===== src/sar_adc_consts.svh =====
/*
  Shared constant macros for the serial successive-approximation converter
  control logic: assignment-word layout, reset values and output levels.
  Assumes it is included by bare name from the design files that use it.
*/
`ifndef SAR_ADC_CONSTS_SVH
`define SAR_ADC_CONSTS_SVH

// Assignment bits that follow the start bit on the dual-channel variant
`define ADDR_BITS_DUAL  2
// Field positions after both bits have been shifted in (first bit lands high)
`define ASSIGN_SGL_POS  1
`define ASSIGN_POL_POS  0
// Reset values of the serial output and the channel selection
`define DATA_OUT_RST    1'b0
`define OE_RST          1'b0
`define SEL_RST         1'b0
`define ASSIGN_RST      2'h0
// Level driven during the multiplexer settling period
`define SETTLE_LEVEL    1'b0

`endif


===== src/sar_adc_pkg.sv =====
/*
  Types of the serial converter control logic: the conversion sequence states.
  Assumes nothing of its surroundings; constants live in sar_adc_consts.svh.
*/
`default_nettype none

package sar_adc_pkg;

  // Conversion sequence, one state per phase of a chip-select frame
  typedef enum logic [2:0] {
    wait_start,   // Looking for the first high on the address input
    addr_bits,    // Shifting in the channel assignment word
    settle_pend,  // Channel applied, waiting for the falling edge
    settle,       // Settling period, output driven low
    msb_out,      // Resolving and sending bits, most significant first
    lsb_out,      // Resending the result, least significant first
    done          // Output released until chip select rises
  } conv_state_e;

endpackage : sar_adc_pkg

`default_nettype wire


===== src/serial_sar_adc_interface.sv =====
/*
  Control and serial interface of an 8-bit successive-approximation converter
  with one or two analogue inputs. The controller's chip select, serial clock
  and address input are plain inputs synchronous to core_clk; the serial clock
  is edge-detected here. The comparator and resistive ladder sit outside:
  this block drives the trial code and channel selection, and reads back the
  comparator decision.

// How it works
// - Chip select low enables all converter logic.
// - One clock period of settling after selection.
// - Output driven low during settling period.
// - Bits decided by comparing input to trials.
// - Result code is eight bits wide.
// - Each bit sent when decided, MSB first.
// - Conversion ends after eight resolving periods.
// - Chip select high clears and releases output.
// - Address input sampled on rising serial edges.
// - First sampled high is start bit.
// - Dual variant: two assignment bits follow start.
// - Start bit in place selects channel, converts.
// - Assignment picks inputs, mode and positive.
// - Single variant: fixed polarity, no assignment.
// - Dual variant ignores address input while converting.
// - Dual variant resends result LSB first.
// - Input and output may share one wire.
// - Negative differential input gives all zeros.
// - Mode bit high single; polarity high B.
*/
`timescale 1ns/1ps
`default_nettype none
`include "sar_adc_consts.svh"

module serial_sar_adc_interface #(
  parameter int   RESULT_BITS  = 8,    // Width of the result code
  parameter logic DUAL_CHANNEL = 1'b1  // 1: two inputs with assignment word
) (
  input  wire logic                   core_clk,           // System clock, 125 MHz
  input  wire logic                   rst_n,              // Synchronous reset, active low
  input  wire logic                   cs_n,               // Chip select, active low
  input  wire logic                   serial_clk,         // Controller serial clock
  input  wire logic                   serial_addr_in,     // Start bit and assignment word
  input  wire logic                   comp_greater,       // Comparator: input above trial
  output logic                        data_out,           // Serial result output
  output logic                        data_out_oe,        // Drive enable of the output
  output logic      [RESULT_BITS-1:0] trial_code,         // Trial level to the ladder
  output logic      [RESULT_BITS-1:0] conv_result,        // Code once conversion ends
  output logic                        result_valid,       // Conversion complete
  output logic                        analog_in_a_enable, // Input A switched in
  output logic                        analog_in_b_enable, // Input B switched in
  output logic                        analog_in_b_pos,    // Input B is the positive side
  output logic                        single_diff_select, // 1 single-ended, 0 differential
  output logic                        conv_busy           // Frame past the start bit and any assignment bits
);

  localparam int CNT_W = $clog2(RESULT_BITS);
  localparam logic [CNT_W-1:0] LAST_BIT = CNT_W'(RESULT_BITS - 1);
  localparam logic [CNT_W-1:0] PRE_LAST = CNT_W'(RESULT_BITS - 2);
  localparam logic [0:0]       ADDR_LAST = 1'(`ADDR_BITS_DUAL - 1);

  sar_adc_pkg::conv_state_e state;       // Current sequence phase
  sar_adc_pkg::conv_state_e next_state;  // Phase after this cycle
  logic                     sclk_prev;   // Serial clock one cycle ago
  logic [0:0]               addr_cnt;    // Assignment bits received so far
  logic [1:0]               assign_word; // Mode and polarity bits
  logic [CNT_W-1:0]         bit_cnt;     // Position of the output bit within its stream
  logic                     next_data_out;
  logic                     next_oe;
  logic                     sar_busy;    // Approximation still running

  // Edge detection; the controller's clock is sampled as a plain input
  wire sclk_rise = serial_clk & ~sclk_prev;
  wire sclk_fall = ~serial_clk & sclk_prev;

  // Sequence events, all but the msb_last compare gated by an active frame
  wire frame_on     = ~cs_n;
  wire start_seen   = frame_on && (state == sar_adc_pkg::wait_start) && sclk_rise
                      && serial_addr_in;
  wire addr_take    = frame_on && (state == sar_adc_pkg::addr_bits) && sclk_rise;
  wire addr_done    = addr_take && (addr_cnt == ADDR_LAST);
  wire settle_go    = frame_on && (state == sar_adc_pkg::settle_pend) && sclk_fall;
  wire settle_end   = frame_on && (state == sar_adc_pkg::settle) && sclk_fall;
  wire msb_last     = (bit_cnt == LAST_BIT);
  wire msb_fall     = frame_on && (state == sar_adc_pkg::msb_out) && sclk_fall;
  wire lsb_fall     = frame_on && (state == sar_adc_pkg::lsb_out) && sclk_fall;
  wire sar_step     = settle_end || (msb_fall && !msb_last);
  wire eighth_step  = msb_fall && (bit_cnt == PRE_LAST);
  wire select_now   = DUAL_CHANNEL ? addr_done : start_seen;

  // Assignment word as it will stand after the bit now arriving; mode first
  wire [1:0] next_assign = {assign_word[0], serial_addr_in};
  wire       sel_single  = DUAL_CHANNEL ? next_assign[`ASSIGN_SGL_POS] : 1'b0;
  wire       sel_b_pos   = DUAL_CHANNEL ? next_assign[`ASSIGN_POL_POS] : 1'b0;

  // Channel decode: single-ended switches in one input, differential both
  wire       next_a_en   = sel_single ? ~sel_b_pos : 1'b1;
  wire       next_b_en   = sel_single ? sel_b_pos : 1'b1;

  // Bit index for the reversed stream; wraps harmlessly at the last bit
  wire [CNT_W-1:0] lsb_next_idx = bit_cnt + 1'b1;

  // Sequence decisions
  always_comb begin
    next_state = state;
    case (state)
      sar_adc_pkg::wait_start: begin
        // Low samples before the start bit are simply skipped
        if (start_seen) begin
          next_state = DUAL_CHANNEL ? sar_adc_pkg::addr_bits : sar_adc_pkg::settle_pend;
        end
      end
      sar_adc_pkg::addr_bits: begin
        if (addr_done) begin
          next_state = sar_adc_pkg::settle_pend;
        end
      end
      sar_adc_pkg::settle_pend: begin
        if (settle_go) begin
          next_state = sar_adc_pkg::settle;
        end
      end
      sar_adc_pkg::settle: begin
        if (settle_end) begin
          next_state = sar_adc_pkg::msb_out;
        end
      end
      sar_adc_pkg::msb_out: begin
        // Single variant stops after the plain stream
        if (msb_fall && msb_last) begin
          next_state = DUAL_CHANNEL ? sar_adc_pkg::lsb_out : sar_adc_pkg::done;
        end
      end
      sar_adc_pkg::lsb_out: begin
        if (lsb_fall && msb_last) begin
          next_state = sar_adc_pkg::done;
        end
      end
      sar_adc_pkg::done: begin
        next_state = sar_adc_pkg::done;
      end
      default: begin
        next_state = sar_adc_pkg::wait_start;
      end
    endcase
  end

  // Serial output value and drive enable, changing only on falling edges
  always_comb begin
    next_data_out = data_out;
    next_oe       = data_out_oe;
    if (settle_go) begin
      next_data_out = `SETTLE_LEVEL;
      next_oe       = 1'b1;
    end else if (sar_step) begin
      next_data_out = comp_greater;
    end else if (msb_fall && msb_last) begin
      // Dual variant turns round on bit 1; the LSB itself is not repeated
      next_data_out = DUAL_CHANNEL ? conv_result[1] : `DATA_OUT_RST;
      next_oe       = DUAL_CHANNEL;
    end else if (lsb_fall) begin
      next_data_out = msb_last ? `DATA_OUT_RST : conv_result[lsb_next_idx];
      next_oe       = ~msb_last;
    end
  end

  // Edge detector history; not part of the frame, so chip select leaves it
  always_ff @(posedge core_clk) begin
    if (!rst_n) begin
      sclk_prev <= 1'b0;
    end else begin
      sclk_prev <= serial_clk;
    end
  end

  // Sequence state; chip select high clears it like a reset
  always_ff @(posedge core_clk) begin
    if (!rst_n || cs_n) begin
      state <= sar_adc_pkg::wait_start;
    end else begin
      state <= next_state;
    end
  end

  // Address shift register, open only before the conversion begins
  always_ff @(posedge core_clk) begin
    if (!rst_n || cs_n) begin
      assign_word <= `ASSIGN_RST;
      addr_cnt    <= '0;
    end else if (addr_take) begin
      assign_word <= next_assign;
      addr_cnt    <= addr_cnt + 1'b1;
    end
  end

  // Channel selection, applied when the start bit reaches its place
  always_ff @(posedge core_clk) begin
    if (!rst_n || cs_n) begin
      analog_in_a_enable <= `SEL_RST;
      analog_in_b_enable <= `SEL_RST;
      analog_in_b_pos    <= `SEL_RST;
      single_diff_select <= `SEL_RST;
    end else if (select_now) begin
      analog_in_a_enable <= next_a_en;
      analog_in_b_enable <= next_b_en;
      analog_in_b_pos    <= sel_b_pos;
      single_diff_select <= sel_single;
    end
  end

  // Output bit counter: counts bits sent in each stream
  always_ff @(posedge core_clk) begin
    if (!rst_n || cs_n || settle_end) begin
      bit_cnt <= '0;
    end else if (msb_fall && msb_last) begin
      // Reversed stream starts at bit 1, the LSB was just sent
      bit_cnt <= CNT_W'(1);
    end else if (sar_step || lsb_fall) begin
      bit_cnt <= bit_cnt + 1'b1;
    end
  end

  // Serial output pin and completion flag
  always_ff @(posedge core_clk) begin
    if (!rst_n || cs_n) begin
      data_out     <= `DATA_OUT_RST;
      data_out_oe  <= `OE_RST;
      result_valid <= 1'b0;
    end else begin
      data_out     <= next_data_out;
      data_out_oe  <= next_oe;
      result_valid <= result_valid | eighth_step;
    end
  end

  // The final trial code is the result; held until chip select rises
  assign conv_result = trial_code;
  assign conv_busy   = (state != sar_adc_pkg::wait_start) && (state != sar_adc_pkg::addr_bits);

  // Approximation register, loaded at the start of settling
  approximation_register #(
    .WIDTH        (RESULT_BITS)
  ) u_approx (
    .core_clk     (core_clk),
    .rst_n        (rst_n),
    .clear        (cs_n),
    .load         (settle_go),
    .step         (sar_step),
    .comp_greater (comp_greater),
    .trial_code   (trial_code),
    .busy         (sar_busy)
  );
endmodule : serial_sar_adc_interface

`default_nettype wire


===== src/approximation_register.sv =====
/*
  Successive-approximation register: holds the trial code driven to the
  comparator ladder and decides one bit per step, most significant first.
  Assumes load and step are one-cycle pulses of core_clk and that the
  comparator answer is valid when step is high.
*/
`timescale 1ns/1ps
`default_nettype none

module approximation_register #(
  parameter int WIDTH = 8                 // Result width in bits
) (
  input  wire logic             core_clk,     // System clock
  input  wire logic             rst_n,        // Synchronous reset, active low
  input  wire logic             clear,        // Frame abort, clears everything
  input  wire logic             load,         // Begin a new approximation
  input  wire logic             step,         // Decide the bit under test
  input  wire logic             comp_greater, // Input above the trial level
  output logic      [WIDTH-1:0] trial_code,   // Trial level, final code at end
  output logic                  busy          // A bit is still under test
);

  // Only the top bit set: the first trial is mid-scale
  localparam logic [WIDTH-1:0] MID_SCALE = {1'b1, {(WIDTH-1){1'b0}}};

  logic [WIDTH-1:0] mask;        // Bit currently under test

  // Keep or drop the bit under test, then try the next lower one
  always_ff @(posedge core_clk) begin
    if (!rst_n || clear) begin
      trial_code <= '0;
      mask       <= '0;
    end else if (load) begin
      trial_code <= MID_SCALE;
      mask       <= MID_SCALE;
    end else if (step && (mask != '0)) begin
      // A negative input never beats any trial, so the code ends at zero
      trial_code <= (comp_greater ? trial_code : (trial_code & ~mask)) | (mask >> 1);
      mask       <= mask >> 1;
    end
  end

  assign busy = (mask != '0);

endmodule : approximation_register

`default_nettype wire


===== config.mk =====
export PLATFORM = sky130hd
export DESIGN_NAME = serial_sar_adc_interface
export DESIGN_NICKNAME = d
export VERILOG_FILES = /design/src/sar_adc_pkg.sv /design/src/serial_sar_adc_interface.sv /design/src/approximation_register.sv
export VERILOG_INCLUDE_DIRS = /design/src
export SDC_FILE = /design/constraint.sdc
export NUM_CORES = 1
export LEC_CHECK = 0
export BUFFER_PORTS_ARGS = -buffer_cell sky130_fd_sc_hd__buf_2
export CAP_MARGIN = 15
export CORE_ASPECT_RATIO = 0.7
export CORE_MARGIN = 2
export CORE_UTILIZATION = 49
export DETAILED_ROUTE_END_ITERATION = 7
export PLACE_DENSITY_LB_ADDON = 0.3
export REMOVE_ABC_BUFFERS = 1
export SETUP_SLACK_MARGIN = 0.2
export SLEW_MARGIN = 10
export SYNTH_ARGS = -nofsm -noshare
export SYNTH_HDL_FRONTEND = slang
export SYNTH_SLANG_ARGS = --single-unit

===== constraint.sdc =====
create_clock -name core_clk -period 1.92 [get_ports core_clk]
set_clock_uncertainty 0.1 [all_clocks]
set_input_delay 0.096 -clock core_clk [delete_from_list [all_inputs] [get_ports core_clk]]
set_output_delay 0.096 -clock core_clk [all_outputs]
set_load 0.005 [all_outputs]

; Word level (Yosys, flattened, before mapping)
; Index checks and enable logic that the tools add are counted.
[op_classes]
n_addsub = 2
magnitude_cmp = 1
n_eq_ne = 16
muxes = 26
bitwise_logic = 11
n_reduce_logical = 37
[ops]
columns = operator, n
row1 = $mux 8, 5
row2 = $pmux 3 s7, 1
row3 = $logic_and 1x1->1, 20
row4 = $mux 3, 6
row5 = $eq 3x3->1 const B, 5
row6 = $mux 1, 13
row7 = $ne 2x2->1 const B, 5
row8 = $reduce_bool 3->1, 3
row9 = $and 8x8->8, 1
row10 = $not 8->8, 1
row11 = $or 8x7->8, 1
row12 = $reduce_bool 8->1, 1
row13 = $eq 3x2->1 const B, 2
row14 = $reduce_and 6->1, 1
row15 = $not 1->1, 5
row16 = $logic_or 1x1->1, 4
row17 = $lt 3x4->1 const B, 1
row18 = $ne 2x1->1 const B, 2
row19 = $reduce_bool 2->1, 2
row20 = $reduce_or 2->1, 2
row21 = $add 3x1->3 const B, 1
row22 = $bmux 1 s3, 1
row23 = $eq 3x1->1 const B, 1
row24 = $logic_not 3->1, 1
row25 = 6 further kinds, 8
[totals]
register_bits = 32
inputBits = 6
out_inout_bits = 24
word_cells = 110

; Depth between registers and ports, before layout
[depth]
word_depth = 8
mapped_depth = 7

; Hierarchy
; A second synthesis with hierarchy kept.
[unflattened]
cells_unflattened = 195
area_unflattened_um2 = 1729.2
[by_module_without_submodules]
columns = mod, n_inst, cells_each, area_each_um2, seq_area_each_um2
row1 = serial_sar_adc_interface, 1, 128, 1096.1, 320.3
row2 = approximation_register, 1, 67, 633.1, 320.3

; Worst setup path before layout
; Ideal clock, no wire load.
[synth_timing]
path_kind = register to register
startpoint = register bit_cnt[0]
endpoint = register u_approx.trial_code[7]
setup_time_ns = 0.132
arrival_time_ns = 1.703
path_slack_ns = -0.016
stages_incl_launch_ff = 8
n_path_buf = 1
cell_sequence = dfxtp_1 -> ha_1 -> ha_1 -> clkbuf_1 -> nor4b_1 -> o21ai_1 -> o21ai_0 -> a21oi_1
[synth_via]
elab_chain_cells = 6
[synth_rtl]
columns = item, line
row1 = start: declaration, serial_sar_adc_interface.sv:66  ; logic [CNT_W-1:0] bit_cnt;
row2 = start signal: assignment, serial_sar_adc_interface.sv:218  ; bit_cnt <= bit_cnt + 1'b1;
row3 = $eq 3x3->1, serial_sar_adc_interface.sv:83  ; wire msb_last = (bit_cnt == LAST_BIT);
row4 = $logic_not 1->1, serial_sar_adc_interface.sv:86  ; wire sar_step = settle_end || (msb_fall && !msb_last);
row5 = $logic_and 1x1->1, serial_sar_adc_interface.sv:86
row6 = $logic_or 1x1->1, serial_sar_adc_interface.sv:86
row7 = $logic_and 1x1->1, approximation_register.sv:36  ; end else if (step && (mask != '0)) begin
row8 = $reduce_bool 2->1 (no source line), -
row9 = end signal: assignment, approximation_register.sv:38  ; trial_code <= (comp_greater ? trial_code : (trial_code & ~mask)) | (mask >> 1);
row10 = end: declaration, approximation_register.sv:19  ; output logic [WIDTH-1:0] trial_code,
; Every way passes these cells.
; A chain may end at the register's enable or synchronous reset.

; Final worst setup path
[layout_timing]
startpoint = register bit_cnt[0]
endpoint = register data_out
[layout_via]
elab_chain_cells = 7
word_cells_on_any_way = 13
classes_between = 1 x add/sub / 1 x eq/ne / 6 x mux / 5 x reduce/logical
[layout_rtl]
columns = item, line
row1 = $add 3x1->3, serial_sar_adc_interface.sv:100  ; wire [CNT_W-1:0] lsb_next_idx = bit_cnt + 1'b1;
row2 = $bmux 1 s3, serial_sar_adc_interface.sv:161  ; next_data_out = msb_last ? `DATA_OUT_RST : conv_result[lsb_next_idx];
row3 = $mux 1 (not written as such), serial_sar_adc_interface.sv:161
row4 = $mux 1, serial_sar_adc_interface.sv:161
row5 = $mux 1, serial_sar_adc_interface.sv:160  ; end else if (lsb_fall) begin
row6 = $mux 1, serial_sar_adc_interface.sv:156  ; end else if (msb_fall && msb_last) begin
row7 = $mux 1, serial_sar_adc_interface.sv:154  ; end else if (sar_step) begin
row8 = end signal: assignment, serial_sar_adc_interface.sv:225  ; data_out <= `DATA_OUT_RST;
row9 = end signal: assignment, serial_sar_adc_interface.sv:229  ; data_out <= next_data_out;
row10 = end: declaration, serial_sar_adc_interface.sv:44  ; output logic data_out,
; Several ways; a longest one is shown, not always the timed one. The select of a mux whose other input is x is not followed.

==> qor.yml <==
rsz0062_at_grt: "yes"
yosysTopAreaCellShare_pct: 39.4
die_x_um: 72.8
worst_slew_pin_slew_ns: 0.467
synthCells: 194
met3_wirelength_um: 208
critPathKind: "reg2reg"
cap_violations: 0
place_ws_ns: -0.161
std_cell_rows: 17
switchingPower_uw: 294
htreeDepth: 2
via_per_inst: 5.55
nNetsFinal: 237
n_antenna_cell: 0
clock_sinks: 32
drcViolationCount: 0
period_share_pct: 93.0
wl_mm: 3.95
antenna_found_initial: 0
drive_gt1_share_pct: 40.2
postLayoutCoreUtil_pct: 67.9
cts-root-buf: "clkbuf_8"
die_h_um: 52.2
r2r_setup_slack_ns: 0.13
p_int_uw: 1070
cts_buffers: 5
clockPowerShare_pct: 46.9
slew_headroom_pct: 68.8
finalInstanceArea_sq_um: 2140
wl_per_cell_um: 14.8
ys_top_cells_by_area: "dfxtp_1 (39%), a21oi_1 (6.8%), mux2i_1 (5.5%), nand2_1 (4.6%), o21ai_0 (3.7%)"
sw_frac_of_total_pct: 21.5
synth_flop_cell: "dfxtp_1"
status: "finished clean"
placed_area_sq_um: 1780
power_density_nw_per_um2: 639
grt_overflow: 0
core_sq_um: 3150
vdd_drop_max_uv: 572
drt_iter0_markers: 62
fin_crit_ns: 1.79
grt_pass1_vias: 1343
critPathRequiredTime_ns: 1.99
track_usage_pct: 22.6
synth_area_per_cell_sq_um: 8.37
fmax_mhz: 560
gp_congestion: 0.766
design.portCount: 30
setup_tns_ns: 0
synthTopCellsByCount: "dfxtp_1 (32), a21oi_1 (22), nand2_1 (20), nor2_1 (14), inv_1 (13)"
clk_path_buf_depth: 2
via_count: 1481
mappedNetlistArea_sq_um: 1620
synth.largest_area_cell: "dfxtp_1"
ys.warnings.count: 0
synth_seq_cells: 32
dr_wl_met2_mm: 1.82
wl_met1_mm: 1.86
dieArea_sq_um: 3800
setup_viol: 0
pwr-share-seq_pct: 48.9
cellLeakagePower_uw: 0.000831
clkTransAtPathRegs_ns: 0.07
dp_hpwl_mm: 2.63
hold_viol: 0
dr.pass1.iters: 4
grt_pass1_wl_mm: 6.31
combPwrFrac_pct: 4.2
synth.most_common_cell: "dfxtp_1"
min_path_type: "in2reg"
cts_tree: "done"
ant_nets: 0
arrival_ns: 1.86
clkLatencyLatePin_ns: 0.28
endpoint_kind: "flip-flop"
worst_slack_ns: 0.134
top_layer_used: "met4"
synth.distinct_cells: 43
seq_area_frac_synth_pct: 39.4
path_max_fanout: 4
initial_core_util_pct: 51.6
synthArstFlopShare_pct: 0
start_kind: "flip-flop"
synthToLayoutAreaGrowth_pct: 31.7
synth-edff-count: 0
grt_max_degree: 16
drv_slew: 0
io_buffers: 29
[cell usage in the layout (no fill, tap or decap), drive strengths merged, types with 2 or more instances in the layout]
cell and instances:
buf 43, dfxtp 32, a21oi 22, nand2 21, nor2 14, o21ai 14, inv 13, mux2i 9
clkbuf 5, nor2b 4, nand2b 4, nor3b 4, a2111oi 4, nand3 3, a31oi 3, ha 3
xor2 2, nand4 2, a211oi 2, dlygate4sd3 2, nor4b 2, o21a 2
[sequential cells by signal, summed over array words and instances (netlist names)]
signal               count
addr_cnt                 1
single_diff_select       1
data_out                 1
state                    3
bit_cnt                  3
analog_in_b_pos          1
sclk_prev                1
result_valid             1
assign_word              1
analog_in_b_enable       1
u_approx.trial_code      8
u_approx.mask            8
analog_in_a_enable       1
data_out_oe              1
[worst max-delay path, cell delays in order (launching register included)]
cell and delay [ns]:
dfxtp_4 0.37, inv_2 0.05, ha_4 0.29, mux4_2 0.32, nand2b_4 0.17, a2111oi_4 0.30, a2111oi_2 0.06
[per-layer routing]
| layer | vias to the layer above | GRT usage (%) |
|---|---|---|
| li1 | 742 | - |
| met1 | 684 | 29.8 |
| met2 | 46 | 34.4 |
| met3 | 9 | 7.36 |
| met4 | 0 | 8.64 |
| met5 | - | 0 |
[worst paths after layout]
kind,depth (start not counted),startpoint,end
setup reg to reg,6,bit_cnt[0],data_out
setup / recovery,6,bit_cnt[0],data_out
hold reg to reg,2,analog_in_a_enable,analog_in_a_enable
hold / removal,3,serial_addr_in,analog_in_b_pos
[cell type report]
cell class / count / area [sq um]
fill: 255 / 1010
timing repair buffer: 45 / 274
inverter: 13 / 48.8
sequential: 32 / 649
tap: 38 / 47.5
multi-input combinational: 131 / 1010
clock inverter: 3 / 42.5
clock buffer: 5 / 68.8
[power groups by stage]
stage	clock, uW	sequential, uW	combinational, uW
finish	640	669	57.1
global route	691	669	62.0
CTS	655	669	51.0
global placement	0	684	45.2
floorplan	0	684	22.5
detailed placement	0	684	45.3
[cell families (layout without fill, tap and decap cells)]
logic type      Yosys count  after routing  synth area share, %
compound gates           52             52                 18.7
xor+xnor                  2              2                 1.08
fa+ha+maj                 3              3                 2.31
buf+inv                  31             66                 10.2
flops                    32             32                 39.4
mux                      10             10                 6.93
simple gates             64             64                 21.3
[through the flow]
step | instances | power (uW) | hold slack (ns)
finish | 267 | 1370 | 0.0361
global route | 267 | 1420 | 0.0416
CTS | 265 | 1380 | 0.0230
detailed placement | 254 | 729 | 0.241
global placement | 254 | 729 | 0.231
floorplan | 176 | 706 | 0.118
[repair_timing]
action / in CTS / in global routing
hold endpoints to repair: 1 / 0
setup buffers: 1 / 2
gates resized for setup: 22 / 27
pin swaps: 5 / 8
hold buffers: 2 / 0
setup endpoints to repair: 20 / 26
Note: power is estimated with default switching activity, not from simulation.
